==> src/verilog/mcs_map.svh <==
// Register offsets, field positions, reset values and timing counts of the main clock controller
`ifndef MCS_MAP_SVH
`define MCS_MAP_SVH

`define MCS_OFF_SOURCE      8'h00
`define MCS_OFF_PRESCALE    8'h01
`define MCS_OFF_LOCK        8'h02
`define MCS_OFF_STATE       8'h03
`define MCS_OFF_FAST_CTRL   8'h10
`define MCS_OFF_FAST_TRIM_A 8'h11
`define MCS_OFF_FAST_TRIM_B 8'h12
`define MCS_OFF_SLOW_CTRL   8'h18

`define MCS_SRC_FAST        2'h0
`define MCS_SRC_SLOW        2'h1
`define MCS_SRC_RSVD        2'h2
`define MCS_SRC_EXT         2'h3
`define MCS_SOURCE_RESET    2'h0
`define MCS_PRESCALE_RESET  8'h11

`define MCS_BIT_EXT_STARTED 7
`define MCS_BIT_SLOW_STABLE 5
`define MCS_BIT_FAST_STABLE 4
`define MCS_BIT_SWITCH_PEND 0
`define MCS_BIT_KEEP_RUN    1
`define MCS_BIT_CAL_LOCK    7
`define MCS_BIT_FREEZE      0
`define MCS_BIT_PRESCALE_ON 0

`define MCS_OSC_GATE_TICKS  4
`define MCS_EXT_GATE_TICKS  2
`define MCS_GUARD_WINDOW    3'h4

`define MCS_CLK_PERIOD_NS   8
`define MCS_FAST_STARTUP_NS 1000
`define MCS_SLOW_STARTUP_NS 200000
`define MCS_FAST_STARTUP_CYC ((`MCS_FAST_STARTUP_NS + `MCS_CLK_PERIOD_NS - 1) / `MCS_CLK_PERIOD_NS)
`define MCS_SLOW_STARTUP_CYC ((`MCS_SLOW_STARTUP_NS + `MCS_CLK_PERIOD_NS - 1) / `MCS_CLK_PERIOD_NS)

`endif

==> src/verilog/mcs_pkg.sv <==
// Types shared by the main clock controller
package mcs_pkg;

   typedef struct packed {
      logic [7:0] addr;
      logic [7:0] wdata;
      logic       wr;
      logic       rd;
   } mcs_bus_s;

   typedef struct packed {
      logic [3:0] slope;
      logic [5:0] trim;
   } mcs_cal_s;

   typedef enum logic [1:0] {
      MCS_RUN    = 2'b01,
      MCS_SWITCH = 2'b10
   } mcs_sw_e;

endpackage : mcs_pkg

==> src/verilog/mcs_osc_gate.sv <==
// Oscillator power, start-up and clock gate model for one clock source
`timescale 1ns/1ns
module mcs_osc_gate #(
   parameter int GATE_TICKS  = 4,
   parameter int STARTUP_CYC = 125
) (
   input  wire logic ref_clk,
   input  wire logic arst_n,
   input  wire logic osc_tick,
   input  wire logic request,
   input  wire logic keep_run,
   output logic      powered,
   output logic      stable,
   output logic      clk_en
);
   localparam int WW = $clog2(STARTUP_CYC + 1);
   localparam int GW = $clog2(GATE_TICKS + 1);

   logic [WW-1:0] warm_r, warm_nxt;
   logic [GW-1:0] gate_r, gate_nxt;
   logic          warm_done;

   // Keep-running holds the oscillator warm so a later request skips the analog start-up
   assign powered   = request | keep_run;
   assign warm_done = (warm_r == WW'(STARTUP_CYC));
   assign stable    = request && (gate_r == GW'(GATE_TICKS));
   assign clk_en    = stable && osc_tick;

   always_comb begin
      warm_nxt = warm_r;
      gate_nxt = gate_r;
      if (!powered) begin
         warm_nxt = '0;
      end else if (!warm_done) begin
         warm_nxt = warm_r + WW'(1);
      end
      if (!request) begin
         gate_nxt = '0;
      end else if (warm_done && osc_tick && gate_r != GW'(GATE_TICKS)) begin
         gate_nxt = gate_r + GW'(1);
      end
   end

   always_ff @(posedge ref_clk or negedge arst_n) begin
      if (!arst_n) begin
         warm_r <= '0;
         gate_r <= '0;
      end else begin
         warm_r <= warm_nxt;
         gate_r <= gate_nxt;
      end
   end
endmodule : mcs_osc_gate

==> src/verilog/mcs_top.sv <==
// Main clock source select, prescaler, lock and oscillator calibration registers
// Functional notes
// - Source code 0 picks fast RC, 1 slow RC, 3 external clock; 2 reserved.
// - Switch pending flag stays set until new source stable and main clock moved.
// - Prescale ratio codes map to dividers 2..64 and 6,10,12,24,48.
// - Ratio may change while running; peripheral clock follows without reset.
// - Prescaler off passes main clock undivided regardless of ratio.
// - Freeze bit blocks writes to source, prescale and current source calibration.
// - Once frozen, lock register is inaccessible until hardware reset.
// - External-started status reads one once the external clock started.
// - Oscillator stable bits read one only while that oscillator is requested.
// - Keep-running bit keeps an oscillator powered in every mode.
// - A kept-running oscillator gives no clock unless requested.
// - Gate opens four oscillator cycles after start-up, two for the external clock; keep-running skips start-up.
// - Six-bit fast trim loads at reset from the frequency-selected factory set.
// - Four-bit temperature slope loads at reset from the selected factory set.
// - Fuse calibration lock bit blocks writes to both fast trim registers.
// - Protected registers change only within four instructions after the unlock key.
`timescale 1ns/1ns
`include "mcs_map.svh"
module mcs_top #(
   parameter int FAST_STARTUP_CYC = `MCS_FAST_STARTUP_CYC,
   parameter int SLOW_STARTUP_CYC = `MCS_SLOW_STARTUP_CYC
) (
   input  wire logic             ref_clk,
   input  wire logic             arst_n,
   input  wire mcs_pkg::mcs_bus_s bus_req,
   output logic [7:0]            rdata,
   input  wire logic             guard_key_written,
   input  wire logic             instr_done,
   input  wire logic             fast_osc_tick,
   input  wire logic             slow_osc_tick,
   input  wire logic             ext_clock_in,
   input  wire logic             periph_req_fast,
   input  wire logic             periph_req_slow,
   input  wire logic             periph_req_ext,
   input  wire logic             standby_sleep,
   input  wire logic             freq_select_fuse,
   input  wire logic             trim_lock_fuse,
   input  wire mcs_pkg::mcs_cal_s fuse_cal_16,
   input  wire mcs_pkg::mcs_cal_s fuse_cal_20,
   output logic                  main_clk_en,
   output logic                  peripheral_clock_en,
   output logic                  fast_osc_power,
   output logic                  slow_osc_power,
   output logic                  fast_osc_out,
   output logic                  slow_osc_out,
   output logic [5:0]            fast_osc_trim,
   output logic [3:0]            fast_osc_temp_slope
);
   import mcs_pkg::*;

   // Register state
   logic [1:0] target_src_r, target_src_nxt;
   logic [1:0] current_src_r, current_src_nxt;
   mcs_sw_e    sw_state_r, sw_state_nxt;
   logic [3:0] prescale_ratio_r, prescale_ratio_nxt;
   logic       prescale_on_r, prescale_on_nxt;
   logic       main_clock_freeze_r, main_clock_freeze_nxt;
   logic       fast_keep_r, fast_keep_nxt;
   logic       slow_keep_r, slow_keep_nxt;
   logic [5:0] fast_osc_trim_r, fast_osc_trim_nxt;
   logic [3:0] fast_osc_temp_slope_r, fast_osc_temp_slope_nxt;
   logic       cal_lock_r, cal_lock_nxt;
   logic       cal_loaded_r, cal_loaded_nxt;
   logic [2:0] guard_cnt_r, guard_cnt_nxt;
   logic       ext_started_r, ext_started_nxt;
   logic [7:0] rdata_r, rdata_nxt;

   // Clock path state
   logic       ext_prev_r;
   logic       main_clk_r, main_clk_nxt;
   logic       periph_clk_r, periph_clk_nxt;
   logic [5:0] div_cnt_r, div_cnt_nxt;
   logic [6:0] act_div_r, act_div_nxt;
   logic       fast_pwr_r, slow_pwr_r, fast_out_r, slow_out_r;

   logic       ext_tick, guard_open, wr_ok, main_req;
   logic       fast_req, slow_req, ext_req;
   logic       fast_stable, slow_stable, ext_stable;
   logic       fast_en, slow_en, ext_en, src_tick, target_stable;
   logic       fast_pwr, slow_pwr;
   logic [1:0] wr_src;
   logic [3:0] wr_ratio;
   mcs_cal_s   fuse_cal;

   // Divider for a ratio code; zero marks a reserved code
   function automatic logic [6:0] ratio_div(input logic [3:0] code);
      case (code)
         4'h0:    ratio_div = 7'h02;
         4'h1:    ratio_div = 7'h04;
         4'h2:    ratio_div = 7'h08;
         4'h3:    ratio_div = 7'h10;
         4'h4:    ratio_div = 7'h20;
         4'h5:    ratio_div = 7'h40;
         4'h8:    ratio_div = 7'h06;
         4'h9:    ratio_div = 7'h0A;
         4'hA:    ratio_div = 7'h0C;
         4'hB:    ratio_div = 7'h18;
         4'hC:    ratio_div = 7'h30;
         default: ratio_div = 7'h00;
      endcase
   endfunction : ratio_div

   assign ext_tick = ext_clock_in && !ext_prev_r;
   // Standby stops the main clock request; only keep-running or peripherals hold an oscillator
   assign main_req = !standby_sleep;
   assign fast_req = periph_req_fast || (main_req && (current_src_r == `MCS_SRC_FAST
                                                   || target_src_r == `MCS_SRC_FAST));
   assign slow_req = periph_req_slow || (main_req && (current_src_r == `MCS_SRC_SLOW
                                                   || target_src_r == `MCS_SRC_SLOW));
   assign ext_req  = periph_req_ext || (main_req && (current_src_r == `MCS_SRC_EXT
                                                  || target_src_r == `MCS_SRC_EXT));

   mcs_osc_gate #(.GATE_TICKS(`MCS_OSC_GATE_TICKS), .STARTUP_CYC(FAST_STARTUP_CYC)) u_fast (
      .ref_clk  (ref_clk),
      .arst_n   (arst_n),
      .osc_tick (fast_osc_tick),
      .request  (fast_req),
      .keep_run (fast_keep_r),
      .powered  (fast_pwr),
      .stable   (fast_stable),
      .clk_en   (fast_en)
   );

   mcs_osc_gate #(.GATE_TICKS(`MCS_OSC_GATE_TICKS), .STARTUP_CYC(SLOW_STARTUP_CYC)) u_slow (
      .ref_clk  (ref_clk),
      .arst_n   (arst_n),
      .osc_tick (slow_osc_tick),
      .request  (slow_req),
      .keep_run (slow_keep_r),
      .powered  (slow_pwr),
      .stable   (slow_stable),
      .clk_en   (slow_en)
   );

   // External pin has no analog start-up, only its gate cycles
   mcs_osc_gate #(.GATE_TICKS(`MCS_EXT_GATE_TICKS), .STARTUP_CYC(1)) u_ext (
      .ref_clk  (ref_clk),
      .arst_n   (arst_n),
      .osc_tick (ext_tick),
      .request  (ext_req),
      .keep_run (1'b0),
      .powered  (),
      .stable   (ext_stable),
      .clk_en   (ext_en)
   );

   always_comb begin
      case (current_src_r)
         `MCS_SRC_FAST: src_tick = fast_en;
         `MCS_SRC_SLOW: src_tick = slow_en;
         `MCS_SRC_EXT:  src_tick = ext_en;
         default:       src_tick = 1'b0;
      endcase
      case (target_src_r)
         `MCS_SRC_FAST: target_stable = fast_stable;
         `MCS_SRC_SLOW: target_stable = slow_stable;
         `MCS_SRC_EXT:  target_stable = ext_stable;
         default:       target_stable = 1'b0;
      endcase
   end

   assign guard_open = (guard_cnt_r != 3'h0);
   assign wr_ok      = bus_req.wr && guard_open;
   assign wr_src     = bus_req.wdata[1:0];
   assign wr_ratio   = bus_req.wdata[4:1];
   assign fuse_cal   = freq_select_fuse ? fuse_cal_20 : fuse_cal_16;

   // Register file and source switch sequencing
   always_comb begin
      target_src_nxt          = target_src_r;
      current_src_nxt         = current_src_r;
      sw_state_nxt            = sw_state_r;
      prescale_ratio_nxt      = prescale_ratio_r;
      prescale_on_nxt         = prescale_on_r;
      main_clock_freeze_nxt   = main_clock_freeze_r;
      fast_keep_nxt           = fast_keep_r;
      slow_keep_nxt           = slow_keep_r;
      fast_osc_trim_nxt       = fast_osc_trim_r;
      fast_osc_temp_slope_nxt = fast_osc_temp_slope_r;
      cal_lock_nxt            = cal_lock_r;
      cal_loaded_nxt          = 1'b1;
      guard_cnt_nxt           = guard_cnt_r;
      ext_started_nxt         = ext_started_r || ext_stable;
      rdata_nxt               = 8'h00;

      if (guard_key_written) begin
         guard_cnt_nxt = `MCS_GUARD_WINDOW;
      end else if (instr_done && guard_open) begin
         guard_cnt_nxt = guard_cnt_r - 3'h1;
      end

      if (!cal_loaded_r) begin
         fast_osc_trim_nxt       = fuse_cal.trim;
         fast_osc_temp_slope_nxt = fuse_cal.slope;
         cal_lock_nxt            = trim_lock_fuse;
      end else if (wr_ok) begin
         case (bus_req.addr)
            `MCS_OFF_SOURCE: begin
               if (!main_clock_freeze_r && wr_src != `MCS_SRC_RSVD) begin
                  target_src_nxt = wr_src;
               end
            end
            `MCS_OFF_PRESCALE: begin
               if (!main_clock_freeze_r) begin
                  prescale_on_nxt = bus_req.wdata[`MCS_BIT_PRESCALE_ON];
                  if (ratio_div(wr_ratio) != 7'h00) begin
                     prescale_ratio_nxt = wr_ratio;
                  end
               end
            end
            `MCS_OFF_LOCK: begin
               if (!main_clock_freeze_r && bus_req.wdata[`MCS_BIT_FREEZE]) begin
                  main_clock_freeze_nxt = 1'b1;
               end
            end
            `MCS_OFF_FAST_CTRL: fast_keep_nxt = bus_req.wdata[`MCS_BIT_KEEP_RUN];
            `MCS_OFF_SLOW_CTRL: slow_keep_nxt = bus_req.wdata[`MCS_BIT_KEEP_RUN];
            `MCS_OFF_FAST_TRIM_A: begin
               if (!cal_lock_r && !(main_clock_freeze_r && current_src_r == `MCS_SRC_FAST)) begin
                  fast_osc_trim_nxt = bus_req.wdata[5:0];
               end
            end
            `MCS_OFF_FAST_TRIM_B: begin
               if (!cal_lock_r && !(main_clock_freeze_r && current_src_r == `MCS_SRC_FAST)) begin
                  fast_osc_temp_slope_nxt = bus_req.wdata[3:0];
               end
            end
            default: ;
         endcase
      end

      case (sw_state_r)
         MCS_RUN: begin
            if (target_src_r != current_src_r) begin
               sw_state_nxt = MCS_SWITCH;
            end
         end
         MCS_SWITCH: begin
            // Moving only while no tick is due keeps the last old pulse whole
            if (target_stable && !src_tick) begin
               current_src_nxt = target_src_r;
               sw_state_nxt    = MCS_RUN;
            end
         end
         default: sw_state_nxt = MCS_RUN;
      endcase
      if (target_src_nxt != current_src_nxt) begin
         sw_state_nxt = MCS_SWITCH;
      end

      if (bus_req.rd) begin
         case (bus_req.addr)
            `MCS_OFF_SOURCE:      rdata_nxt = {6'h00, target_src_r};
            `MCS_OFF_PRESCALE:    rdata_nxt = {3'h0, prescale_ratio_r, prescale_on_r};
            `MCS_OFF_LOCK:        rdata_nxt = 8'h00;
            `MCS_OFF_STATE: begin
               rdata_nxt[`MCS_BIT_SWITCH_PEND] = (sw_state_r == MCS_SWITCH);
               rdata_nxt[`MCS_BIT_EXT_STARTED] = ext_started_r;
               rdata_nxt[`MCS_BIT_SLOW_STABLE] = slow_stable;
               rdata_nxt[`MCS_BIT_FAST_STABLE] = fast_stable;
            end
            `MCS_OFF_FAST_CTRL:   rdata_nxt[`MCS_BIT_KEEP_RUN] = fast_keep_r;
            `MCS_OFF_SLOW_CTRL:   rdata_nxt[`MCS_BIT_KEEP_RUN] = slow_keep_r;
            `MCS_OFF_FAST_TRIM_A: rdata_nxt = {2'h0, fast_osc_trim_r};
            `MCS_OFF_FAST_TRIM_B: rdata_nxt = {cal_lock_r, 3'h0, fast_osc_temp_slope_r};
            default:              rdata_nxt = 8'h00;
         endcase
      end
   end

   // Main and peripheral clock enables
   always_comb begin
      main_clk_nxt   = src_tick;
      periph_clk_nxt = 1'b0;
      div_cnt_nxt    = div_cnt_r;
      act_div_nxt    = act_div_r;
      if (src_tick) begin
         if (!prescale_on_r) begin
            periph_clk_nxt = 1'b1;
            div_cnt_nxt    = 6'h00;
            act_div_nxt    = ratio_div(prescale_ratio_r);
         end else if ({1'b0, div_cnt_r} >= act_div_r - 7'h01) begin
            periph_clk_nxt = 1'b1;
            div_cnt_nxt    = 6'h00;
            act_div_nxt    = ratio_div(prescale_ratio_r);
         end else begin
            div_cnt_nxt = div_cnt_r + 6'h01;
         end
      end
   end

   always_ff @(posedge ref_clk or negedge arst_n) begin
      if (!arst_n) begin
         target_src_r          <= `MCS_SOURCE_RESET;
         current_src_r         <= `MCS_SOURCE_RESET;
         sw_state_r            <= MCS_RUN;
         prescale_ratio_r      <= 4'(`MCS_PRESCALE_RESET >> 1);
         prescale_on_r         <= 1'(`MCS_PRESCALE_RESET & 8'h01);
         main_clock_freeze_r   <= 1'b0;
         fast_keep_r           <= 1'b0;
         slow_keep_r           <= 1'b0;
         fast_osc_trim_r       <= 6'h00;
         fast_osc_temp_slope_r <= 4'h0;
         cal_lock_r            <= 1'b1;
         cal_loaded_r          <= 1'b0;
         guard_cnt_r           <= 3'h0;
         ext_started_r         <= 1'b0;
         rdata_r               <= 8'h00;
         ext_prev_r            <= 1'b0;
         main_clk_r            <= 1'b0;
         periph_clk_r          <= 1'b0;
         div_cnt_r             <= 6'h00;
         // Divider of the reset ratio code, so the first period is already whole
         act_div_r             <= 7'h06;
         fast_pwr_r            <= 1'b0;
         slow_pwr_r            <= 1'b0;
         fast_out_r            <= 1'b0;
         slow_out_r            <= 1'b0;
      end else begin
         target_src_r          <= target_src_nxt;
         current_src_r         <= current_src_nxt;
         sw_state_r            <= sw_state_nxt;
         prescale_ratio_r      <= prescale_ratio_nxt;
         prescale_on_r         <= prescale_on_nxt;
         main_clock_freeze_r   <= main_clock_freeze_nxt;
         fast_keep_r           <= fast_keep_nxt;
         slow_keep_r           <= slow_keep_nxt;
         fast_osc_trim_r       <= fast_osc_trim_nxt;
         fast_osc_temp_slope_r <= fast_osc_temp_slope_nxt;
         cal_lock_r            <= cal_lock_nxt;
         cal_loaded_r          <= cal_loaded_nxt;
         guard_cnt_r           <= guard_cnt_nxt;
         ext_started_r         <= ext_started_nxt;
         rdata_r               <= rdata_nxt;
         ext_prev_r            <= ext_clock_in;
         main_clk_r            <= main_clk_nxt;
         periph_clk_r          <= periph_clk_nxt;
         div_cnt_r             <= div_cnt_nxt;
         act_div_r             <= act_div_nxt;
         fast_pwr_r            <= fast_pwr;
         slow_pwr_r            <= slow_pwr;
         fast_out_r            <= fast_en;
         slow_out_r            <= slow_en;
      end
   end

   assign rdata               = rdata_r;
   assign main_clk_en         = main_clk_r;
   assign peripheral_clock_en = periph_clk_r;
   assign fast_osc_power      = fast_pwr_r;
   assign slow_osc_power      = slow_pwr_r;
   assign fast_osc_out        = fast_out_r;
   assign slow_osc_out        = slow_out_r;
   assign fast_osc_trim       = fast_osc_trim_r;
   assign fast_osc_temp_slope = fast_osc_temp_slope_r;
endmodule : mcs_top

==> config.mk <==
export PLATFORM = sky130hd
export DESIGN_NAME = mcs_top
export DESIGN_NICKNAME = d
export VERILOG_FILES = /design/src/verilog/mcs_pkg.sv /design/src/verilog/mcs_osc_gate.sv /design/src/verilog/mcs_top.sv
export VERILOG_INCLUDE_DIRS = /design/src /design/src/verilog
export SDC_FILE = /design/constraint.sdc
export NUM_CORES = 1
export LEC_CHECK = 0
export ABC_AREA = 1
export ABC_CLOCK_PERIOD_IN_PS = 2780
export BUFFER_PORTS_ARGS = -buffer_cell sky130_fd_sc_hd__buf_2
export CAP_MARGIN = 20
export CELL_PAD_IN_SITES_DETAIL_PLACEMENT = 0
export CELL_PAD_IN_SITES_GLOBAL_PLACEMENT = 1
export CORE_ASPECT_RATIO = 1.1
export CORE_UTILIZATION = 42
export DETAILED_ROUTE_END_ITERATION = 16
export GPL_ROUTABILITY_DRIVEN = 0
export PLACE_DENSITY = 0.85
export SETUP_SLACK_MARGIN = 0.02
export SYNTH_ARGS = -nofsm -noshare
export SYNTH_HDL_FRONTEND = slang
export SYNTH_SLANG_ARGS = --single-unit
==> constraint.sdc <==
create_clock -name ref_clk -period 2.78 [get_ports ref_clk]
set_input_delay 0.556 -clock ref_clk [delete_from_list [all_inputs] [get_ports ref_clk]]
set_output_delay 0.556 -clock ref_clk [all_outputs]
set_load 0.1 [all_outputs]
==> flow_metrics.tcl <==
set metrics [dict create \
    outcome "finished, final reports clean" \
    worst_slew_margin_rel_pct 62.7 \
    peakVddDrop_mv 0.265 \
    critical_path_class "reg -> reg" \
    skew_ns 0.00655 \
    fillers 1082 \
    detail-route-antenna-nets 0 \
    starting_density_of_the_core_pct 43.5 \
    cp.required_ns 3.05 \
    maximum_achievable_frequency_mhz 422 \
    endpoint_kind "flop" \
    power.density_cell_area_nw_per_um2 558 \
    r2r-start "act_div_r[1]$_DFFE_PN1P_" \
    number_of_h_tree_branching_levels 3 \
    setup.worst_path.start_class "flop" \
    drive_above_1_share_pct 17.6 \
    globalRouteOverflowTotal 0 \
    syn_to_final_growth_pct 17.8 \
    grt_antenna_before_repair 0 \
    timing.critical_path.cells "inv_1, ha_1, xnor2_1, ha_1, nand2_1, o211ai_1, a21oi_1, o21ai_1, nand2_2, inv_1, nand2_1, nand2_1" \
    synth_nets 661 \
    viasPerCell 5.07 \
    cts_setup_buffers 0 \
    worst_skew_pair.late_latency_ns 0.34 \
    tritoncts "done" \
    first_global_vias 4183 \
    cp_common_cell "sky130_fd_sc_hd__nand2_1" \
    die-width_um 104 \
    synthFlopType "sky130_fd_sc_hd__dfrtp_1" \
    timing.critical_path.buf_inv 2 \
    slew_violations 0 \
    final_min_period_over_clock_period_pct 85.3 \
    ys_ff_latch 87 \
    remaining_drc_errors 0 \
    max_cap_viol_count 0 \
    synth-seq-area-share_pct 45.6 \
    slowest_stage "sky130_fd_sc_hd__dfstp_2" \
    routed-via-count 4149 \
    critical_path.top_delay_family "flip-flops" \
    chipHeight_um 114 \
    worstMarginPinSlew_ns 0.554 \
    ys_types 51 \
    async_reset_ff_share_pct 100 \
    synth_edf_count 0 \
    detailedPlacementHpwl_um 8150 \
    global_route.usage.total_pct 19.9 \
    cellLeakagePower_nw 2.79 \
    postCtsResizedCells 0 \
    netlist_top_cells_area "sky130_fd_sc_hd__dfrtp_1 42%, sky130_fd_sc_hd__nand2_1 9.2%, sky130_fd_sc_hd__inv_1 7.1%" \
    clk_pin_slew_worst_paths_ns 0.06 \
    drt_pass1_iterations 4 \
    first_pass_grt_wire_length_um 18900 \
    design.die.area_um2 11800 \
    synth.cell_area_um2 4790 \
    clock-root-buffer "sky130_fd_sc_hd__clkbuf_16" \
    layout_common_cells "117 x sky130_fd_sc_hd__nand2_1, 91 x sky130_fd_sc_hd__inv_1, 81 x sky130_fd_sc_hd__dfrtp_1" \
    final_non_filler_cells 819 \
    register_area_um2 2180 \
    crit_path_max_incr_delay_ns 0.54 \
    syn_inst 592 \
    timing.hold.worst.class "in -> async" \
    yosys.area.top_type "sky130_fd_sc_hd__dfrtp_1" \
    cts_sinks 87 \
    setup_tns_ns 0 \
    final_nets 736 \
    worstSetupStartpoint "act_div_r[1]$_DFFE_PN1P_" \
    drt_wl_total_um 10800 \
    post_drt_wl_per_cell_um 13.2 \
    placement.io_buffers 71 \
    min_period_ns 2.37 \
    post_cts_hold_buffer_count 0 \
    rsz_0062_raised_after_global_routing "no" \
    antenna_diodes 0 \
    most_common_cell_after_layout_fill_and_taps_aside "sky130_fd_sc_hd__nand2_1" \
    place_inst 803 \
    grt_start_max_net_pins 56 \
    cts_buffers 9 \
    fraction_of_synthesized_cell_area_taken_by_the_top_area_cell_type_pct 42.3 \
    fp-row-count 40 \
    final-setup-viol-count 0 \
    cts.path.max_buffers 2 \
    finalHoldViolations 0 \
    multiInputGateArea_um2 2190 \
    crit_path_dat_ns 2.64 \
    per_instance_average_area_after_synthesis_um2 8.09 \
    core_area_um2 11000 \
    critical_path.max_fanout 15 \
    drt_iter0_drc 158 \
    num_io_pins 75 \
    synth-warning-count 0 \
]
[synthesized netlist by cell type (all sizes together) (2+ instances only)]
| cell | n |
|---|---|
| conb | 2 |
| inv | 93 |
| nand4 | 17 |
| o21ai | 44 |
| nand3b | 3 |
| a221oi | 2 |
| ha | 18 |
| nor2 | 59 |
| o21a | 2 |
| nand2 | 126 |
| nand3 | 38 |
| xor2 | 5 |
| o211ai | 3 |
| clkinv | 2 |
| a21o | 2 |
| buf | 6 |
| o22ai | 2 |
| dfstp | 6 |
| a211oi | 4 |
| and3 | 3 |
| xnor2 | 3 |
| o221ai | 8 |
| a31oi | 6 |
| o21bai | 2 |
| a21oi | 21 |
| dfrtp | 81 |
| clkbuf | 3 |
| nor3 | 22 |
| nor4 | 2 |
[kinds of logic (layout without fill, tap and decap cells)]
family | after synthesis | in the layout | share of synthesized area (%)
DFF | 87 | 87 | 45.6
AOI/OAI and AO/OA | 101 | 101 | 13.1
buffers and inverters | 104 | 184 | 8.69
xor gates and xnor gates | 8 | 8 | 1.46
adders and majority gates | 18 | 18 | 4.70
and+or+nand+nor | 272 | 272 | 26.3
other | 2 | 2 | 0.157
[path summary, 6_finish.rpt]
path / slack [ns] / to / cells past startpoint
worst max-delay path: 0.41 / act_div_r[4]$_DFFE_PN0P_ / 12
worst min-delay path: 0.16 / u_slow.warm_r[0]$_DFFE_PN0P_ / 1
worst max register to register: 0.41 / act_div_r[4]$_DFFE_PN0P_ / 12
worst min register to register: 0.47 / u_fast.gate_r[2]$_DFFE_PN0P_ / 1
max in group asynchronous: 1.90 / prescale_on_r$_DFFE_PN1P_ / 2
min in group ref_clk: 0.35 / ext_prev_r$_DFF_PN0_ / 1
[final cells by class]
type,instances,share of cell area [%]
clock inverter,3,1.60
timing repair buffer,73,6.83
clock buffer,13,4.43
multi-input combinational,401,38.8
tap,147,3.26
inverter,95,6.34
sequential,87,38.7
[worst reg2reg max path: cells and delay by family (launching register included)]
| family | cells | cell delay, ns |
|---|---|---|
| compound gates | 3 | 0.52 |
| xor+xnor | 1 | 0.14 |
| fa+ha+maj | 2 | 0.49 |
| buf+inv | 2 | 0.21 |
| flops | 1 | 0.54 |
| simple gates | 4 | 0.40 |
[sequential cells by signal (all words and copies together), names as in the netlist, 2 cells and up]
register / count
u_slow.warm_r: 15
rdata: 7
u_fast.warm_r: 7
act_div_r: 6
div_cnt_r: 6
fast_osc_trim: 6
fast_osc_temp_slope: 4
prescale_ratio_r: 4
guard_cnt_r: 3
u_fast.gate_r: 3
u_slow.gate_r: 3
current_src_r: 2
sw_state_r: 2
target_src_r: 2
u_ext.gate_r: 2
[stage by stage]
stage	area (um2)	setup slack (ns)	utilization [%]	power [mW]	hold WS [ns]
global placement	5300	0.485	48.2	1.78	0.447
global route	5640	0.195	51.2	3.28	0.194
floorplan	4790	0.638	-	1.66	0.260
detailed placement	5300	0.431	48.2	1.79	0.463
CTS	5640	0.406	51.2	3.19	0.180
finish	5640	0.408	51.2	3.15	0.165
[where the power goes]
part           switching (mW)  internal, mW
Clock                   0.477         0.904
Sequential             0.0431          1.32
Combinational           0.295         0.106
Total                   0.815          2.33
[routing by layer]
| metal | vias up | share of wire [%] | track usage, % |
|---|---|---|---|
| li1 | 2104 | - | - |
| met1 | 1941 | 46 | 24.9 |
| met2 | 87 | 48 | 33.5 |
| met3 | 17 | 3.6 | 3.94 |
| met4 | 0 | 2.4 | 8.67 |
| met5 | - | 0 | 0 |
No activity file was read; power rests on OpenSTA's default activity.
